### src/verilog/mcyc_pkg.sv
// Package for the machine cycle sequencer: phase states, timing counts,
// the stretch field layout, the decoder request bundle and the external data memory bus bundle.
// Assumes one 40 MHz clock and an active-low asynchronous reset.
package mcyc_pkg;

  // Clocks in one machine cycle.
  localparam int unsigned MCYC_CLKS_PER_CYCLE = 4;
  // Clock rate in MHz and period in ns.
  localparam int unsigned MCYC_CLK_MHZ = 40;
  localparam int unsigned MCYC_CLK_PERIOD_NS = 1000 / MCYC_CLK_MHZ;

  // Stretch field position and reset value in the clock control register.
  localparam int unsigned MCYC_STRETCH_LSB = 0;
  localparam int unsigned MCYC_STRETCH_MSB = 2;
  localparam logic [2:0] MCYC_STRETCH_RESET = 3'h1;

  // Machine cycles of an external data move beyond the stretch value.
  localparam logic [3:0] MCYC_XMOVE_BASE_CYCLES = 4'h2;
  // Strobe width in clocks at stretch 0, and added clocks per stretch step.
  localparam logic [4:0] MCYC_STROBE_BASE_CLKS = 5'h02;
  localparam logic [4:0] MCYC_STROBE_STEP_CLKS = 5'h04;

  // Longest ordinary instruction, in machine cycles.
  localparam logic [2:0] MCYC_MAX_INSN_CYCLES = 3'h5;

  // Clock states of a machine cycle, Gray coded along the fixed order.
  typedef enum logic [1:0] {
    MCYC_STATE_ONE = 2'b00,
    MCYC_STATE_TWO = 2'b01,
    MCYC_STATE_THREE = 2'b11,
    MCYC_STATE_FOUR = 2'b10
  } mcyc_phase_t;

  // Instruction request from the decoder, taken at the end of state_four.
  typedef struct packed {
    logic [2:0] cycles;
    logic xmove;
    logic xwrite;
    logic [15:0] xaddr;
    logic [7:0] xwdata;
  } mcyc_insn_t;

  // External data memory bus.
  typedef struct packed {
    logic [15:0] addr;
    logic addr_valid;
    logic rd_n;
    logic wr_n;
    logic [7:0] wdata;
    logic wdata_oe;
  } mcyc_xbus_t;

endpackage : mcyc_pkg

### src/verilog/mcyc_phase.sv
// Phase generator: four clock states per machine cycle in fixed order,
// plus a falling-edge copy of the phase, used only as the sequencer's phase output.
// Assumes a clock close to 50 percent duty cycle.
`timescale 1ns/1ps
module mcyc_phase (
  // Clock and reset
  input wire logic clk_i,
  input wire logic reset_n_i,
  // Phase outputs
  output mcyc_pkg::mcyc_phase_t phase_o,
  output mcyc_pkg::mcyc_phase_t phase_neg_o
);
  import mcyc_pkg::*;

  mcyc_phase_t phase_q;
  mcyc_phase_t phase_d;
  mcyc_phase_t phase_neg_q;

  // fixed state order
  always_comb
  begin
    case (phase_q)
      MCYC_STATE_ONE: phase_d = MCYC_STATE_TWO;
      MCYC_STATE_TWO: phase_d = MCYC_STATE_THREE;
      MCYC_STATE_THREE: phase_d = MCYC_STATE_FOUR;
      MCYC_STATE_FOUR: phase_d = MCYC_STATE_ONE;
      default: phase_d = MCYC_STATE_ONE;
    endcase
  end

  // four clock cycle
  always_ff @(posedge clk_i or negedge reset_n_i)
  begin
    if (!reset_n_i)
      phase_q <= MCYC_STATE_ONE;
    else
      phase_q <= phase_d;
  end

  // falling edge copy
  always_ff @(negedge clk_i or negedge reset_n_i)
  begin
    if (!reset_n_i)
      phase_neg_q <= MCYC_STATE_ONE;
    else
      phase_neg_q <= phase_q;
  end

  assign phase_o = phase_q;
  assign phase_neg_o = phase_neg_q;

endmodule : mcyc_phase

### src/verilog/mcyc_seq.sv
// Machine cycle sequencer with stretched external data memory access.
// Assumes the decoder presents an instruction descriptor whenever
// insn_req_i is high, and that external memory meets the strobe width.
//
// Function
// Every machine cycle is four input clock periods.
// The four clock states run one, two, three, four, always.
// At most one byte fetch per machine cycle, four clocks each.
// Most instructions take as many machine cycles as bytes.
// Jumps and calls take one extra cycle for the target address.
// Half the opcodes finish in one four-clock machine cycle.
// Ordinary instructions last one to five machine cycles.
// Both clock edges are used internally; clock needs near 50% duty.
// External move: opcode fetch cycle, then address out and access.
// Stretch is bits 2 to 0 of the clock control register.
// External move lasts stretch plus two machine cycles.
// Stretch resets to 1, giving three-cycle external moves.
// Strobe is 2 clocks at stretch 0, else 4 per step.
// Stretch lengthens only external moves, holding processor state.
// External device must finish within the chosen strobe width.
// Stretch sampled at move start, held until access completes.
// Strobe centred in access, address stable around it.
`timescale 1ns/1ps
module mcyc_seq (
  // Clock and reset
  input wire logic clk_i,
  input wire logic reset_n_i,
  // Clock control register write from the core
  input wire logic ccr_we_i,
  input wire logic [7:0] ccr_wdata_i,
  // Decoder side
  input wire logic insn_req_i,
  input mcyc_pkg::mcyc_insn_t insn_i,
  // External data read byte, from a pin
  input wire logic [7:0] xrdata_i,
  // Core side outputs
  output logic [7:0] clock_control_register_o,
  output mcyc_pkg::mcyc_phase_t phase_o,
  output logic fetch_o,
  output logic insn_done_o,
  output logic core_hold_o,
  output logic [7:0] xrdata_o,
  output logic xrdata_valid_o,
  // External data memory bus
  output mcyc_pkg::mcyc_xbus_t xbus_o
);
  import mcyc_pkg::*;

  ////////////////////////////////////////////////////////////////////////////
  mcyc_phase_t phase;
  mcyc_phase_t phase_neg;

  mcyc_phase mcyc_phase_inst (
    .clk_i(clk_i),
    .reset_n_i(reset_n_i),
    .phase_o(phase),
    .phase_neg_o(phase_neg)
  );

  ////////////////////////////////////////////////////////////////////////////
  // Clock control register.
  logic [7:0] ccr_q;
  logic [7:0] ccr_d;

  // stretch field write
  // reset to one
  always_comb
  begin
    ccr_d = ccr_we_i ? ccr_wdata_i : ccr_q;
  end

  always_ff @(posedge clk_i or negedge reset_n_i)
  begin
    if (!reset_n_i)
      ccr_q <= {5'h00, MCYC_STRETCH_RESET};
    else
      ccr_q <= ccr_d;
  end

  ////////////////////////////////////////////////////////////////////////////
  // Read data pin synchroniser; only the second stage is read.
  logic [7:0] rsync1_q;
  logic [7:0] rsync2_q;

  always_ff @(posedge clk_i or negedge reset_n_i)
  begin
    if (!reset_n_i)
    begin
      rsync1_q <= 8'h00;
      rsync2_q <= 8'h00;
    end
    else
    begin
      rsync1_q <= xrdata_i;
      rsync2_q <= rsync1_q;
    end
  end

  ////////////////////////////////////////////////////////////////////////////
  // Instruction sequencing, counted in machine cycles.
  logic busy_q;
  logic busy_d;
  logic [3:0] cyc_left_q;
  logic [3:0] cyc_left_d;
  logic xmove_q;
  logic xmove_d;
  logic xwrite_q;
  logic xwrite_d;
  logic [2:0] stretch_q;
  logic [2:0] stretch_d;
  logic [15:0] xaddr_q;
  logic [15:0] xaddr_d;
  logic [7:0] xwdata_q;
  logic [7:0] xwdata_d;
  logic [4:0] strobe_clks_q;
  logic [4:0] strobe_clks_d;
  logic [5:0] acc_clk_q;
  logic [5:0] acc_clk_d;
  logic fetch_q;
  logic fetch_d;
  logic done_q;
  logic done_d;
  logic cycle_end;
  logic [2:0] cyc_req;

  assign cycle_end = (phase == MCYC_STATE_FOUR);

  always_comb
  begin
    busy_d = busy_q;
    cyc_left_d = cyc_left_q;
    xmove_d = xmove_q;
    xwrite_d = xwrite_q;
    stretch_d = stretch_q;
    xaddr_d = xaddr_q;
    xwdata_d = xwdata_q;
    strobe_clks_d = strobe_clks_q;
    acc_clk_d = acc_clk_q;
    fetch_d = 1'b0;
    done_d = 1'b0;
    cyc_req = (insn_i.cycles == 3'h0) ? 3'h1 : insn_i.cycles;
    if (cyc_req > MCYC_MAX_INSN_CYCLES)
      cyc_req = MCYC_MAX_INSN_CYCLES;
    if (busy_q && xmove_q && !(cyc_left_q == 4'h1 && cycle_end))
      acc_clk_d = acc_clk_q + 6'h01;
    if (cycle_end)
    begin
      if (busy_q && cyc_left_q != 4'h1)
      begin
        // one fetch per cycle
        cyc_left_d = cyc_left_q - 4'h1;
        fetch_d = !xmove_q;
      end
      else
      begin
        done_d = busy_q;
        busy_d = 1'b0;
        xmove_d = 1'b0;
        acc_clk_d = 6'h00;
        if (insn_req_i)
        begin
          busy_d = 1'b1;
          fetch_d = 1'b1;
          xmove_d = insn_i.xmove;
          xwrite_d = insn_i.xwrite;
          xaddr_d = insn_i.xaddr;
          xwdata_d = insn_i.xwdata;
          if (insn_i.xmove)
          begin
            // sample stretch once
            stretch_d = ccr_q[MCYC_STRETCH_MSB:MCYC_STRETCH_LSB];
            // stretch plus two
            cyc_left_d = MCYC_XMOVE_BASE_CYCLES + {1'b0, stretch_d};
            // strobe width
            strobe_clks_d = (stretch_d == 3'h0) ? MCYC_STROBE_BASE_CLKS :
              5'(MCYC_STROBE_STEP_CLKS * {2'b00, stretch_d});
          end
          else
          begin
            // cycles per bytes
            // jumps add one
            // single cycle opcodes
            // one to five
            // stretch not applied
            cyc_left_d = {1'b0, cyc_req};
          end
        end
      end
    end
  end

  always_ff @(posedge clk_i or negedge reset_n_i)
  begin
    if (!reset_n_i)
    begin
      busy_q <= 1'b0;
      cyc_left_q <= 4'h0;
      xmove_q <= 1'b0;
      xwrite_q <= 1'b0;
      stretch_q <= MCYC_STRETCH_RESET;
      xaddr_q <= 16'h0000;
      xwdata_q <= 8'h00;
      strobe_clks_q <= 5'h00;
      acc_clk_q <= 6'h00;
      fetch_q <= 1'b0;
      done_q <= 1'b0;
    end
    else
    begin
      busy_q <= busy_d;
      cyc_left_q <= cyc_left_d;
      xmove_q <= xmove_d;
      xwrite_q <= xwrite_d;
      stretch_q <= stretch_d;
      xaddr_q <= xaddr_d;
      xwdata_q <= xwdata_d;
      strobe_clks_q <= strobe_clks_d;
      acc_clk_q <= acc_clk_d;
      fetch_q <= fetch_d;
      done_q <= done_d;
    end
  end

  ////////////////////////////////////////////////////////////////////////////
  // External bus. Access clocks run from 4 to 4 * cycles - 1; the strobe is centred there.
  // Read data is taken two clocks after the last strobe clock, once through the synchroniser.
  logic [5:0] acc_len;
  logic [5:0] strobe_start;
  logic strobe_win;
  logic in_access;
  logic strobe_end;
  mcyc_xbus_t xbus_q;
  mcyc_xbus_t xbus_d;
  logic hold_q;
  logic hold_d;
  logic [7:0] rdata_q;
  logic [7:0] rdata_d;
  logic rvalid_q;
  logic rvalid_d;
  logic [1:0] rcap_q;
  logic [1:0] rcap_d;

  always_comb
  begin
    acc_len = 6'(MCYC_XMOVE_BASE_CYCLES + {1'b0, stretch_q} - 4'h1) * 6'(MCYC_CLKS_PER_CYCLE);
    // centred strobe
    strobe_start = 6'h04 + ((acc_len - {1'b0, strobe_clks_q}) >> 1);
    // access after fetch
    in_access = busy_q && xmove_q && (acc_clk_d >= 6'h04);
    strobe_win = in_access && (acc_clk_d >= strobe_start) &&
      (acc_clk_d < strobe_start + {1'b0, strobe_clks_q});
    strobe_end = busy_q && xmove_q && !xwrite_q &&
      (acc_clk_q == strobe_start + {1'b0, strobe_clks_q} - 6'h01);
    xbus_d.addr = in_access ? xaddr_q : 16'h0000;
    xbus_d.addr_valid = in_access;
    xbus_d.rd_n = !(strobe_win && !xwrite_q);
    xbus_d.wr_n = !(strobe_win && xwrite_q);
    xbus_d.wdata = (in_access && xwrite_q) ? xwdata_q : 8'h00;
    xbus_d.wdata_oe = in_access && xwrite_q;
    // hold during stretch
    hold_d = busy_d && xmove_d && (acc_clk_d >= 6'h04);
    rcap_d = {rcap_q[0], strobe_end};
    rdata_d = rcap_q[1] ? rsync2_q : rdata_q;
    rvalid_d = rcap_q[1];
  end

  always_ff @(posedge clk_i or negedge reset_n_i)
  begin
    if (!reset_n_i)
    begin
      xbus_q <= '{addr: 16'h0000, addr_valid: 1'b0, rd_n: 1'b1, wr_n: 1'b1,
        wdata: 8'h00, wdata_oe: 1'b0};
      hold_q <= 1'b0;
      rdata_q <= 8'h00;
      rvalid_q <= 1'b0;
      rcap_q <= 2'b00;
    end
    else
    begin
      xbus_q <= xbus_d;
      hold_q <= hold_d;
      rdata_q <= rdata_d;
      rvalid_q <= rvalid_d;
      rcap_q <= rcap_d;
    end
  end

  ////////////////////////////////////////////////////////////////////////////
  assign clock_control_register_o = ccr_q;
  // falling edge view
  assign phase_o = phase_neg;
  assign fetch_o = fetch_q;
  assign insn_done_o = done_q;
  assign core_hold_o = hold_q;
  assign xrdata_o = rdata_q;
  assign xrdata_valid_o = rvalid_q;
  assign xbus_o = xbus_q;

endmodule : mcyc_seq
### config.mk
export PLATFORM = sky130hd
export DESIGN_NAME = mcyc_seq
export DESIGN_NICKNAME = d
export VERILOG_FILES = /design/src/verilog/mcyc_pkg.sv /design/src/verilog/mcyc_phase.sv /design/src/verilog/mcyc_seq.sv
export SDC_FILE = /design/constraint.sdc
export NUM_CORES = 1
export LEC_CHECK = 0
export BUFFER_PORTS_ARGS = -buffer_cell sky130_fd_sc_hd__buf_4
export CAP_MARGIN = 20
export CELL_PAD_IN_SITES_DETAIL_PLACEMENT = 0
export CELL_PAD_IN_SITES_GLOBAL_PLACEMENT = 1
export CORE_UTILIZATION = 48
export DETAILED_ROUTE_END_ITERATION = 16
export PLACE_DENSITY = 0.93
export SETUP_SLACK_MARGIN = 0.05
export SYNTH_ARGS = -nofsm -noshare
export SYNTH_HDL_FRONTEND = slang
export SYNTH_SLANG_ARGS = --single-unit
### constraint.sdc
create_clock -name clk_i -period 8.8 [get_ports clk_i]
set_input_delay 1.32 -clock clk_i [delete_from_list [all_inputs] [get_ports clk_i]]
set_output_delay 1.32 -clock clk_i [all_outputs]
set_load 0.02 [all_outputs]
==> metrics <==
CTS Buf Count=17; H-tree depth=4; CTS Root Cell=clkbuf_8; mux cell area share after synthesis=11.69%; crit path max fanout=1; met3 Usage GRT=5.427%; CP endpoint=phase_o[1]; xor/xnor cell area share of the yosys netlist=4.870%; gr usage total=20.53%; drt pass-1 iters=4; Pwr Density=421.5 mW/mm^2; main combinational cell family by area after synthesis=multiplexers; Mapped Nets=446; Critical Path AT=5.37 ns; clk sinks=114; Die Span X=104.7 um; Worst Skew=0.06788 ns; crit path cell chain=buf_4; DR iter-0 viols=140; post_cts resized=0; Top Ports=99; Final Util=63.33%; global route hottest layer=met2; Largest delay share family, worst path=flip-flops; RSZ-0062 raised after global routing=no; Synth Register Bits=114; Compound-Gate Fraction of Synth Area=5.513%; Setup crit start kind=register; Max-Cap Viols=0; via count=3,165; Nets=552; VDD IR max=0.1782 mV; Setup Crit Path Kind=reg2out; share of post-route cells with drive strength above 1=42.30%; Crit. End Element=output port; asr flop ratio synth=100.0%; crit path from=mcyc_phase_inst.phase_neg_o[1]; # diodes=0; port bufs=98; DIE AREA=0.01096 sq mm; CTS tree=yes; Post-Syn Area=0.005061 sq mm; vias in the first global route=3,417; CP required=7.48 ns; CTS Buffer Depth=2; setup violators final=0; initial antenna violation count=0; placed cells=592; Post-CTS Hold Buffers=0; P&R area growth vs syn=28.60%; Final Hold Fails=0; Avg WL per Cell=16.20 um; slowest CP cell=dfrtn_1; Worst Hold Launch=rcap_q[0]; num rows=37; syn avg cell area=13.72 sq um; Synth Area in Simple Gates=11.50%; Hold Path Class=reg2reg; Antenna Violating Nets Remaining=0; Non-Filler Instances=623; Post-Synth Adder-Cell Area=7.219%; fin area=0.006509 sq mm; final setup margin=2.113 ns; Initial Utilization=49.25%; multi-input logic area=0.002064 sq mm; Ys Warns=0; Crit path depth=1; worst-skew pair later-pin latency=0.51 ns; FF-to-FF Start=mcyc_phase_inst.phase_o[1]; Reg area=0.002858 sq mm; Worst-Margin Slew=0.9355 ns; reg-to-reg critical path endpoint=mcyc_phase_inst.phase_neg_o[1]; final WL=10,090 um; Rel. slew slack=37.63%; placed inst area=0.005896 sq mm; Die Span Y=104.7 um; DP Worst Slack=2.582 ns; Leak Pwr=3.334 nW; met1 GRT Util=25.00%; fillcell total=788; vias per inst=5.080; global placement routability congestion=0.7764; EDFF count, synth=0; part of the Yosys area used for sequential elements=56.46%; crit path buf inv count=1; setup TNS=0 ns; Synth Instances=369; gr ovfl total=0; Final Max Slew Viols=0; slowest stage delay, CP=0.39 ns; first-pass GRT wire length=17,110 um; largest net degree at the start of global routing=78; Post-CTS Setup Repair Bufs=0; met2 GRT Util=35.48%; Post-route DRC=0; R2R setup slack=3.77 ns; HPWL after DPL=6464 um; worst r2r path cells=0; Netlist cell types=57; ys flop type=dfrtp_1; status=finished, final reports clean; Reg clk slew, reported paths=0.05 ns; core area=0.01028 sq mm
## metal layers
metal  vias to the layer above  share of wire [%]
li1                       1481                  -
met4                         0                1.1
met5                         -                  0
met3                        10                4.2
met1                      1592                 43
met2                        82                 52
## how the worst min path moves through the flow
stage / endpoint / cells past startpoint
6_report: rcap_q[1] / 0
5_1_grt: rsync2_q[5] / 0
4_1_cts: rcap_q[1] / 0
3_5_place_dp: rsync2_q[2] / 0
3_3_place_gp: rsync2_q[2] / 0
2_1_floorplan: rcap_q[1] / 0
## final cells by class
type	instances	area share, %
sequential	114	43.91
multi-input combinational	227	31.72
timing repair buffer	99	11.42
clock buffer	19	6.632
clock inverter	12	2.787
tap	136	2.614
inverter	16	0.9227
## cell usage in the layout (no fill, tap or decap), types with 13 or more instances in the layout
cell	netlist	routed
a21oi_1	14	14
and2_4	18	18
buf_4	0	99
clkbuf_16	0	16
dfrtp_1	108	108
ha_1	26	26
inv_1	16	16
mux2_2	23	23
mux2_4	20	20
nand2_1	16	16
xnor2_1	13	13
## power by group
| part | leakage, nW | switching (mW) | internal, mW |
|---|---|---|---|
| Combinational | 1.60 | 0.615 | 0.613 |
| Sequential | 1.44 | 0.120 | 0.677 |
| Clock | 0.287 | 0.250 | 0.467 |
## synth_stat cells, drive strengths merged (2+ instances only)
| master | number | share of area, % |
|---|---|---|
| xnor2 | 14 | 2.6 |
| mux2 | 45 | 11 |
| or2 | 2 | 0.25 |
| and3 | 9 | 1.1 |
| nand3 | 7 | 0.89 |
| inv | 16 | 1.2 |
| nand2 | 17 | 1.4 |
| nand2b | 4 | 0.49 |
| fa | 2 | 0.79 |
| and2 | 19 | 3.2 |
| nand3b | 3 | 0.44 |
| o21ai | 8 | 0.79 |
| buf | 7 | 1.2 |
| nor2b | 5 | 0.62 |
| o211ai | 2 | 0.40 |
| clkbuf | 5 | 0.37 |
| a21o | 2 | 0.30 |
| ha | 26 | 6.4 |
| xor2 | 8 | 1.4 |
| o21a | 2 | 0.30 |
| dfstp | 4 | 2.1 |
| dfrtp | 108 | 53 |
| a31oi | 5 | 0.91 |
| dfrtn | 2 | 0.99 |
| a21oi | 14 | 1.4 |
| nor2 | 11 | 1.2 |
| nor3 | 3 | 0.30 |
| nor3b | 2 | 0.30 |
## metrics by stage
stage,hold slack [ns],power [mW]
2_1_floorplan,0.3312,1.729
3_3_place_gp,0.3323,1.971
3_5_place_dp,0.3347,2.027
4_1_cts,0.3488,2.771
5_1_grt,0.3570,2.960
6_report,0.3459,2.743
## sequential cells by signal, summed over array words and instances, names as in the netlist
register,count
xwdata_q,8
insn_done_o,1
acc_clk_q,6
xmove_q,1
core_hold_o,1
xbus_o,28
mcyc_phase_inst.phase_o,2
rcap_q,2
rsync2_q,8
busy_q,1
rsync1_q,8
xrdata_valid_o,1
stretch_q,3
xaddr_q,16
xwrite_q,1
strobe_clks_q,4
cyc_left_q,4
clock_control_register_o,8
xrdata_o,8
fetch_o,1
mcyc_phase_inst.phase_neg_o,2
## cell families after synthesis
family | after synthesis
flip-flops | 114
adder cells (fa/ha/maj) | 28
multiplexers | 46
XOR/XNOR | 24
AND/OR/NAND/NOR | 88
AO/OA/AOI/OAI | 41
buffers and inverters | 28
No activity file was read; power rests on OpenSTA's default activity.
